===== config.mk =====
export PLATFORM = sky130hd
export DESIGN_NAME = pic_top
export DESIGN_NICKNAME = d
export VERILOG_FILES = /design/src/rtl/pic_pkg.sv /design/src/rtl/pic_persist.sv /design/src/rtl/pic_top.sv
export SDC_FILE = /design/constraint.sdc
export NUM_CORES = 1
export LEC_CHECK = 0
export BUFFER_PORTS_ARGS = -buffer_cell sky130_fd_sc_hd__buf_2
export CORE_AREA = 2 2 99 101
export DETAILED_ROUTE_END_ITERATION = 10
export DIE_AREA = 0 0 101 103
export PLACE_DENSITY = 0.81
export SLEW_MARGIN = 15
export SYNTH_ARGS = -nofsm -noshare
export SYNTH_HDL_FRONTEND = slang
export SYNTH_SLANG_ARGS = --single-unit

===== constraint.sdc =====
create_clock -name i_clk -period 2.7 [get_ports i_clk]
set_input_delay 0.135 -clock i_clk [delete_from_list [all_inputs] [get_ports i_clk]]
set_output_delay 0.135 -clock i_clk [all_outputs]
set_load 0.05 [all_outputs]

===== src/rtl/pic_pkg.sv =====
// Constants and types for the proximity interrupt and configuration logic
package pic_pkg;

    // Register byte addresses
    localparam logic [7:0] PIC_ADDR_MODE_SLEEP = 8'h96;
    localparam logic [7:0] PIC_ADDR_ROUTING = 8'h97;
    localparam logic [7:0] PIC_ADDR_PERSIST = 8'h9A;
    localparam logic [7:0] PIC_ADDR_CONTROL = 8'hA0;
    localparam logic [7:0] PIC_ADDR_STATUS = 8'hA1;
    localparam logic [7:0] PIC_ADDR_LOW_THR_LO = 8'hA2;
    localparam logic [7:0] PIC_ADDR_LOW_THR_HI = 8'hA3;
    localparam logic [7:0] PIC_ADDR_HIGH_THR_LO = 8'hA4;
    localparam logic [7:0] PIC_ADDR_HIGH_THR_HI = 8'hA5;
    localparam logic [7:0] PIC_ADDR_RESULT_LO = 8'hA6;
    localparam logic [7:0] PIC_ADDR_RESULT_HI = 8'hA7;

    // Field positions
    localparam int PIC_HXTALK_A_BIT = 5;
    localparam int PIC_SLEEP_EN_BIT = 4;
    localparam int PIC_IRQ_SEL_LSB = 4;
    localparam int PIC_AUX_SEL_LSB = 0;
    localparam int PIC_PROXIMITY_PERSISTENCE_COUNT_LSB = 4;
    localparam int PIC_APERS_LSB = 0;
    localparam int PIC_HXTALK_B_BIT = 0;
    localparam int PIC_PROX_IEN_BIT = 1;
    localparam int PIC_ST_PROX_BIT = 0;
    localparam int PIC_ST_AMB_BIT = 1;
    localparam int PIC_ST_SLEEP_BIT = 2;

    // Reset values
    localparam logic [3:0] PIC_MODE_RSVD_VAL = 4'hF;
    localparam logic [1:0] PIC_MODE_TOP_VAL = 2'h0;
    localparam logic [3:0] PIC_SEL_RESET = 4'h0;
    localparam logic [3:0] PIC_PROXIMITY_PERSISTENCE_COUNT_RESET = 4'h1;
    localparam logic [3:0] PIC_APERS_RESET = 4'h1;
    localparam logic [15:0] PIC_LOW_THR_RESET = 16'h0000;
    localparam logic [15:0] PIC_HIGH_THR_RESET = 16'hFFFF;
    localparam logic [7:0] PIC_RDATA_IDLE = 8'h00;

    // Pin map codes; all others are reserved
    typedef enum logic [3:0]
    {
        PIC_PIN_NORMAL = 4'h0,
        PIC_PIN_AMB_DIRECT = 4'h2,
        PIC_PIN_PROX_DIRECT = 4'h3,
        PIC_PIN_INVERTED_A = 4'h4,
        PIC_PIN_INVERTED_B = 4'h5,
        PIC_PIN_EMITTER = 4'h6
    } pic_pin_sel_e;

    // Oscillator sleep state
    typedef enum logic
    {
        PIC_RUN = 1'b0,
        PIC_SLEEP = 1'b1
    } pic_sleep_e;

endpackage


===== src/rtl/pic_persist.sv =====
// Proximity persistence filter: counts consecutive out-of-range samples
module pic_persist
(
    input wire logic i_clk,
    input wire logic i_resetn,
    input wire logic i_sample_valid,
    input wire logic i_out_of_range,
    input wire logic [3:0] i_limit,
    output logic o_fire
);

    logic [3:0] count_q;
    logic [3:0] count_d;
    logic fire_d;

    always_comb
    begin
        count_d = count_q;
        fire_d = 1'b0;
        if (i_sample_valid)
        begin
            if (i_limit == 4'h0)
            begin
                fire_d = 1'b1;
            end
            if (!i_out_of_range)
            begin
                count_d = 4'h0;
            end
            else if (count_q != 4'hF)
            begin
                // Saturate so a long excursion keeps firing
                count_d = count_q + 4'h1;
            end
            if (i_out_of_range && i_limit != 4'h0 && count_d >= i_limit)
            begin
                fire_d = 1'b1;
            end
        end
    end

    always_ff @(posedge i_clk or negedge i_resetn)
    begin
        if (!i_resetn)
        begin
            count_q <= 4'h0;
            o_fire <= 1'b0;
        end
        else
        begin
            count_q <= count_d;
            o_fire <= fire_d;
        end
    end

endmodule


===== src/rtl/pic_top.sv =====
// Proximity interrupt, pin routing and sleep-after-interrupt control
//
// Contract
// Both crosstalk bits give ten-bit proximity format
// One crosstalk bit alone changes nothing
// Sleep enable stops oscillator on active interrupt
// Host clears interrupts and sleep flag to resume
// Interrupt pin source chosen by four-bit code
// Auxiliary pin uses same code set
// Interrupt after configured consecutive out-of-range samples
// In-range sample resets persistence counter
// Zero fires on every sample taken, reset value one
// Inverted codes drive complement of combined interrupt
module pic_top
(
    input wire logic i_clk,
    input wire logic i_resetn,
    input wire logic [7:0] i_addr,
    input wire logic [7:0] i_wdata,
    input wire logic i_wr,
    input wire logic i_rd,
    output logic [7:0] o_rdata,
    input wire logic i_prox_valid,
    input wire logic [15:0] i_prox_result,
    input wire logic i_ambient_irq,
    input wire logic i_emitter_pulse,
    output logic o_ten_bit_mode,
    output logic o_osc_enable,
    output logic o_irq_n,
    output logic o_aux_pin
);

    logic high_crosstalk_enable_a_q;
    logic high_crosstalk_enable_b_q;
    logic sleep_after_irq_enable_q;
    logic prox_irq_enable_q;
    logic [3:0] irq_pin_select_q;
    logic [3:0] aux_pin_select_q;
    logic [3:0] proximity_persistence_count_q;
    logic [3:0] ambient_persistence_q;
    logic [15:0] proximity_low_threshold_q;
    logic [15:0] proximity_high_threshold_q;
    logic [15:0] proximity_result_q;
    logic proximity_irq_q;
    pic_pkg::pic_sleep_e sleep_q;
    pic_pkg::pic_sleep_e sleep_d;

    logic wr_mode;
    logic wr_routing;
    logic wr_persist;
    logic wr_control;
    logic wr_status;
    logic sample_taken;
    logic out_of_range;
    logic persist_fire;
    logic irq_any;
    logic normal_n;
    logic sleep_clear;
    logic [7:0] rdata_d;

    // Level that a pin shows for a given map code
    function automatic logic pin_level
    (
        input logic [3:0] sel,
        input logic norm_n,
        input logic amb,
        input logic prox,
        input logic pulse
    );
        logic lvl;
        lvl = 1'b1;
        case (sel)
            pic_pkg::PIC_PIN_NORMAL:
            begin
                lvl = norm_n;
            end
            pic_pkg::PIC_PIN_AMB_DIRECT:
            begin
                lvl = ~amb;
            end
            pic_pkg::PIC_PIN_PROX_DIRECT:
            begin
                lvl = ~prox;
            end
            pic_pkg::PIC_PIN_INVERTED_A,
            pic_pkg::PIC_PIN_INVERTED_B:
            begin
                lvl = ~norm_n;
            end
            pic_pkg::PIC_PIN_EMITTER:
            begin
                lvl = pulse;
            end
            default:
            begin
                // Reserved codes park the pin inactive
                lvl = 1'b1;
            end
        endcase
        return lvl;
    endfunction

    // Address decode
    assign wr_mode = i_wr && i_addr == pic_pkg::PIC_ADDR_MODE_SLEEP;
    assign wr_routing = i_wr && i_addr == pic_pkg::PIC_ADDR_ROUTING;
    assign wr_persist = i_wr && i_addr == pic_pkg::PIC_ADDR_PERSIST;
    assign wr_control = i_wr && i_addr == pic_pkg::PIC_ADDR_CONTROL;
    assign wr_status = i_wr && i_addr == pic_pkg::PIC_ADDR_STATUS;

    // Mode and sleep configuration
    always_ff @(posedge i_clk or negedge i_resetn)
    begin
        if (!i_resetn)
        begin
            high_crosstalk_enable_a_q <= 1'b0;
            sleep_after_irq_enable_q <= 1'b0;
        end
        else if (wr_mode)
        begin
            high_crosstalk_enable_a_q <= i_wdata[pic_pkg::PIC_HXTALK_A_BIT];
            sleep_after_irq_enable_q <= i_wdata[pic_pkg::PIC_SLEEP_EN_BIT];
        end
    end

    // Second crosstalk bit and proximity interrupt enable
    always_ff @(posedge i_clk or negedge i_resetn)
    begin
        if (!i_resetn)
        begin
            high_crosstalk_enable_b_q <= 1'b0;
            prox_irq_enable_q <= 1'b0;
        end
        else if (wr_control)
        begin
            high_crosstalk_enable_b_q <= i_wdata[pic_pkg::PIC_HXTALK_B_BIT];
            prox_irq_enable_q <= i_wdata[pic_pkg::PIC_PROX_IEN_BIT];
        end
    end

    // Pin routing
    always_ff @(posedge i_clk or negedge i_resetn)
    begin
        if (!i_resetn)
        begin
            irq_pin_select_q <= pic_pkg::PIC_SEL_RESET;
            aux_pin_select_q <= pic_pkg::PIC_SEL_RESET;
        end
        else if (wr_routing)
        begin
            irq_pin_select_q <= i_wdata[pic_pkg::PIC_IRQ_SEL_LSB +: 4];
            aux_pin_select_q <= i_wdata[pic_pkg::PIC_AUX_SEL_LSB +: 4];
        end
    end

    // Persistence; the ambient nibble is storage only here
    always_ff @(posedge i_clk or negedge i_resetn)
    begin
        if (!i_resetn)
        begin
            proximity_persistence_count_q <= pic_pkg::PIC_PROXIMITY_PERSISTENCE_COUNT_RESET;
            ambient_persistence_q <= pic_pkg::PIC_APERS_RESET;
        end
        else if (wr_persist)
        begin
            proximity_persistence_count_q <=
                i_wdata[pic_pkg::PIC_PROXIMITY_PERSISTENCE_COUNT_LSB +: 4];
            ambient_persistence_q <= i_wdata[pic_pkg::PIC_APERS_LSB +: 4];
        end
    end

    // Thresholds, written a byte at a time
    always_ff @(posedge i_clk or negedge i_resetn)
    begin
        if (!i_resetn)
        begin
            proximity_low_threshold_q <= pic_pkg::PIC_LOW_THR_RESET;
            proximity_high_threshold_q <= pic_pkg::PIC_HIGH_THR_RESET;
        end
        else if (i_wr)
        begin
            case (i_addr)
                pic_pkg::PIC_ADDR_LOW_THR_LO:
                begin
                    proximity_low_threshold_q[7:0] <= i_wdata;
                end
                pic_pkg::PIC_ADDR_LOW_THR_HI:
                begin
                    proximity_low_threshold_q[15:8] <= i_wdata;
                end
                pic_pkg::PIC_ADDR_HIGH_THR_LO:
                begin
                    proximity_high_threshold_q[7:0] <= i_wdata;
                end
                pic_pkg::PIC_ADDR_HIGH_THR_HI:
                begin
                    proximity_high_threshold_q[15:8] <= i_wdata;
                end
                default:
                begin
                end
            endcase
        end
    end

    // A stopped oscillator means the engine delivers no samples
    assign sample_taken = i_prox_valid && o_osc_enable;
    assign out_of_range = i_prox_result < proximity_low_threshold_q
        || i_prox_result > proximity_high_threshold_q;

    always_ff @(posedge i_clk or negedge i_resetn)
    begin
        if (!i_resetn)
        begin
            proximity_result_q <= 16'h0000;
        end
        else if (sample_taken)
        begin
            proximity_result_q <= i_prox_result;
        end
    end

    pic_persist u_persist
    (
        .i_clk(i_clk),
        .i_resetn(i_resetn),
        .i_sample_valid(sample_taken),
        .i_out_of_range(out_of_range),
        .i_limit(proximity_persistence_count_q),
        .o_fire(persist_fire)
    );

    // Sticky proximity interrupt; a new event beats a clear
    always_ff @(posedge i_clk or negedge i_resetn)
    begin
        if (!i_resetn)
        begin
            proximity_irq_q <= 1'b0;
        end
        else if (persist_fire)
        begin
            proximity_irq_q <= 1'b1;
        end
        else if (wr_status && i_wdata[pic_pkg::PIC_ST_PROX_BIT])
        begin
            proximity_irq_q <= 1'b0;
        end
    end

    assign irq_any = (proximity_irq_q && prox_irq_enable_q) || i_ambient_irq;
    assign normal_n = ~irq_any;
    assign sleep_clear = wr_status && i_wdata[pic_pkg::PIC_ST_SLEEP_BIT];

    // Sleep state: entering wins over a clear in the same cycle
    always_comb
    begin
        sleep_d = sleep_q;
        case (sleep_q)
            pic_pkg::PIC_RUN:
            begin
                if (sleep_after_irq_enable_q && irq_any)
                begin
                    sleep_d = pic_pkg::PIC_SLEEP;
                end
            end
            pic_pkg::PIC_SLEEP:
            begin
                if (sleep_clear && !irq_any)
                begin
                    sleep_d = pic_pkg::PIC_RUN;
                end
            end
            default:
            begin
                sleep_d = pic_pkg::PIC_RUN;
            end
        endcase
    end

    always_ff @(posedge i_clk or negedge i_resetn)
    begin
        if (!i_resetn)
        begin
            sleep_q <= pic_pkg::PIC_RUN;
        end
        else
        begin
            sleep_q <= sleep_d;
        end
    end

    // Oscillator runs only while awake and no interrupt holds it
    always_ff @(posedge i_clk or negedge i_resetn)
    begin
        if (!i_resetn)
        begin
            o_osc_enable <= 1'b1;
        end
        else
        begin
            o_osc_enable <= !(sleep_d == pic_pkg::PIC_SLEEP
                || (sleep_after_irq_enable_q && irq_any));
        end
    end

    // Output format needs both bits; either alone is ignored
    always_ff @(posedge i_clk or negedge i_resetn)
    begin
        if (!i_resetn)
        begin
            o_ten_bit_mode <= 1'b0;
        end
        else
        begin
            o_ten_bit_mode <= high_crosstalk_enable_a_q
                && high_crosstalk_enable_b_q;
        end
    end

    // Pin drivers
    always_ff @(posedge i_clk or negedge i_resetn)
    begin
        if (!i_resetn)
        begin
            o_irq_n <= 1'b1;
            o_aux_pin <= 1'b1;
        end
        else
        begin
            o_irq_n <= pin_level(irq_pin_select_q, normal_n, i_ambient_irq,
                proximity_irq_q, i_emitter_pulse);
            o_aux_pin <= pin_level(aux_pin_select_q, normal_n,
                i_ambient_irq, proximity_irq_q, i_emitter_pulse);
        end
    end

    // Register read mux
    always_comb
    begin
        rdata_d = pic_pkg::PIC_RDATA_IDLE;
        case (i_addr)
            pic_pkg::PIC_ADDR_MODE_SLEEP:
            begin
                rdata_d = {pic_pkg::PIC_MODE_TOP_VAL,
                    high_crosstalk_enable_a_q, sleep_after_irq_enable_q,
                    pic_pkg::PIC_MODE_RSVD_VAL};
            end
            pic_pkg::PIC_ADDR_ROUTING:
            begin
                rdata_d = {irq_pin_select_q, aux_pin_select_q};
            end
            pic_pkg::PIC_ADDR_PERSIST:
            begin
                rdata_d = {proximity_persistence_count_q,
                    ambient_persistence_q};
            end
            pic_pkg::PIC_ADDR_CONTROL:
            begin
                rdata_d = {6'h00, prox_irq_enable_q,
                    high_crosstalk_enable_b_q};
            end
            pic_pkg::PIC_ADDR_STATUS:
            begin
                rdata_d = {5'h00, sleep_q == pic_pkg::PIC_SLEEP,
                    i_ambient_irq, proximity_irq_q};
            end
            pic_pkg::PIC_ADDR_LOW_THR_LO:
            begin
                rdata_d = proximity_low_threshold_q[7:0];
            end
            pic_pkg::PIC_ADDR_LOW_THR_HI:
            begin
                rdata_d = proximity_low_threshold_q[15:8];
            end
            pic_pkg::PIC_ADDR_HIGH_THR_LO:
            begin
                rdata_d = proximity_high_threshold_q[7:0];
            end
            pic_pkg::PIC_ADDR_HIGH_THR_HI:
            begin
                rdata_d = proximity_high_threshold_q[15:8];
            end
            pic_pkg::PIC_ADDR_RESULT_LO:
            begin
                rdata_d = proximity_result_q[7:0];
            end
            pic_pkg::PIC_ADDR_RESULT_HI:
            begin
                rdata_d = proximity_result_q[15:8];
            end
            default:
            begin
                rdata_d = pic_pkg::PIC_RDATA_IDLE;
            end
        endcase
    end

    // Read data valid only in the cycle after the strobe
    always_ff @(posedge i_clk or negedge i_resetn)
    begin
        if (!i_resetn)
        begin
            o_rdata <= pic_pkg::PIC_RDATA_IDLE;
        end
        else if (i_rd)
        begin
            o_rdata <= rdata_d;
        end
        else
        begin
            o_rdata <= pic_pkg::PIC_RDATA_IDLE;
        end
    end

endmodule


==> flow_metrics.tcl <==
set metrics [dict create \
    status "finished, violations left" \
    violations "setup timing" \
    synth_seq_area_share 0.445 \
    gr-total-overflow 0 \
    power_density_nw_per_um2 570 \
    syn_inst 450 \
    max_freq_mhz 334 \
    io_buffers 50 \
    async_flop_share 1.00 \
    drt-initial-drc-count 394 \
    cts_root_buf "clkbuf_8" \
    synth_top_flop_cell "dfrtp_1" \
    hold_violations 0 \
    insertion_delay_ns 0.37 \
    finalSetupViolations 1 \
    coreArea_um2 9460 \
    routed-wl-met3_um 904 \
    syn_nets 525 \
    rows 36 \
    crit_fanout 6 \
    gp_congestion 0.891 \
    final_util 0.620 \
    fin_ws_ns -0.294 \
    startpoint_type "flip-flop" \
    nNetsFinal 609 \
    cp.arrival_ns 3.24 \
    dieArea_um2 10400 \
    ir_worst_vdd_uv 329 \
    place_ws_ns -0.364 \
    numCtsBuffers 9 \
    ant_nets 0 \
    synthesis.area_um2 4950 \
    synth_warnings 0 \
    fp.dieW_um 101 \
    p_leak_nw 2.71 \
    post_drt_via_cell_ratio 6.22 \
    path_class "reg2reg" \
    wl_um 13500 \
    n_antenna_cell 0 \
    track_usage 0.267 \
    drt_first_pass_iters 5 \
    cp-end-kind "flip-flop" \
    rsz0062_at_grt "true" \
    area.sequential_um2 2200 \
    path_clk_slew_ns 0.10 \
    routedWlPerCell_um 20.6 \
    ys_ff_latch 87 \
    drive_gt1_frac 0.397 \
    vias 4062 \
    grt_pass1_vias 3918 \
    cts_tree "yes" \
    top_layer "met4" \
    synth_edf_count 0 \
    clockBufferDepth 2 \
    fin_crit_sh 1.11 \
    maxCapViolations 0 \
    areaGrowthSynthToFinish_pct 18.5 \
    multi_input_comb_area_um2 2630 \
    ys_types 61 \
    fillers 750 \
    power_mw 3.34 \
    syn_avg_cell_area_um2 11.0 \
    antenna_found_initial 0 \
    drc 0 \
    period_needed_ns 2.99 \
    worst_pin_slew_ns 0.918 \
    finalClockSkew_ns 0.0180 \
    routed-wl-met2_um 6720 \
    ios 51 \
    grt_max_degree 88 \
    relSlewSlack 0.381 \
    clkSinkCount 87 \
    cp.required_ns 2.95 \
    dp.final_hpwl_um 9790 \
    min_path_type "in2reg" \
    h-tree-depth 3 \
    start_util 0.523 \
    finalMaxSlewViolations 0 \
    m1WireLength_um 5420 \
    grt_pass1_wl_um 20800 \
    die_y_um 103 \
]
layout make-up:
class                      instances  share of cell area
clock buffer                      13              0.0237
multi-input combinational        310               0.448
sequential                        87               0.376
timing repair buffer              87              0.0920
tap                              114              0.0243
inverter                          39              0.0250
clock inverter                     3              0.0115
registers in the layout, summed over array words and instances (netlist names), 4 cells and up:
| name | cells |
|---|---|
| ambient_persistence_q | 4 |
| aux_pin_select_q | 4 |
| irq_pin_select_q | 4 |
| o_rdata | 8 |
| proximity_high_threshold_q | 16 |
| proximity_low_threshold_q | 16 |
| proximity_persistence_count_q | 4 |
| proximity_result_q | 16 |
| u_persist.count_q | 4 |
routing by layer:
layer  vias up  track usage
met4         0       0.0925
met1      2008        0.343
met5         -            0
met3        36       0.0569
li1       1811            -
met2       207        0.452
worst max-delay path, cell delays in order (launching register included):
cell	delay (ns)
dfstp_2	0.55
inv_1	0.05
ha_1	0.27
and4_4	0.25
nand4_1	0.13
a21oi_2	0.15
nor4_2	0.06
o21a_2	0.25
a21o_1	0.16
ha_1	0.26
nand2b_4	0.13
a21o_1	0.15
a21o_1	0.16
a21oi_2	0.11
o21ai_1	0.07
nor2b_1	0.12
synthesized netlist by cell type (5+ instances only):
master,n,area (um2)
dfrtp_1,66,1650
mux2_2,62,698
inv_1,39,146
ha_1,36,450
nand2_1,31,116
a21oi_1,29,145
dfstp_2,21,552
o21ai_0,21,105
nor2_1,14,52.6
nand3_1,10,50.1
a22oi_1,8,60.1
buf_2,7,35.0
a21o_1,6,45.0
a31oi_1,5,31.3
mux2i_1,5,50.1
path summary, 6_finish.rpt:
| path | start | end | slack [ns] | cells after the start |
|---|---|---|---|---|
| worst max-delay path | proximity_high_threshold_q[12] | u_persist.o_fire | -0.29 | 15 |
| worst min-delay path | i_prox_result[3] | proximity_result_q[3] | 0.06 | 2 |
| worst max register to register | proximity_high_threshold_q[12] | u_persist.o_fire | -0.29 | 15 |
| worst min register to register | u_persist.o_fire | proximity_irq_q | 0.47 | 1 |
| max in group asynchronous | i_resetn | irq_pin_select_q[2] | 1.76 | 2 |
| min in group asynchronous | i_resetn | u_persist.count_q[3] | 0.39 | 2 |
stage by stage:
| stage | area [um2] | hold slack (ns) | cells | setup TNS, ns |
|---|---|---|---|---|
| floorplan | 4980 | -0.161 | 450 | -0.0785 |
| global placement | 5540 | 0.354 | 632 | -0.277 |
| detailed placement | 5540 | 0.357 | 632 | -0.364 |
| finish | 5860 | 0.0601 | 653 | -0.294 |
| global route | 5860 | 0.0544 | 653 | -0.422 |
| CTS | 5840 | 0.0162 | 652 | -0.271 |
layout by cell type (no fill, tap or decap), types with 4 or more instances in the layout:
cell type,n
a21o_1,6
a21oi_1,26
a221oi_1,4
a22o_1,4
a22oi_1,8
a31oi_1,5
buf_2,49
buf_4,35
clkbuf_1,4
clkbuf_8,9
dfrtp_1,66
dfstp_2,21
ha_1,31
ha_4,5
inv_1,36
mux2_2,62
mux2i_1,5
nand2_1,31
nand2_2,4
nand3_1,10
nand4_1,4
nor2_1,14
o21ai_0,18
cells by family after synthesis:
logic type	synth area share
fa+ha+maj	0.0910
compound gates	0.137
flops	0.445
buf+inv	0.0435
mux	0.165
simple gates	0.118
power breakdown:
part | switching (mW) | total, mW | internal (mW) | leakage [nW]
clock network | 0.471 | 0.995 | 0.524 | 0.0978
registers | 0.118 | 1.61 | 1.49 | 1.09
logic | 0.380 | 0.740 | 0.360 | 1.53
timing repair:
action                     4_1_cts  5_1_grt
gates resized for setup         10        1
pin swaps                        3        1
buffers inserted                 3        0
hold buffers                     1        1
setup endpoints to repair        1        1
hold endpoints to repair         1       66
(Power assumes the default switching activity.)
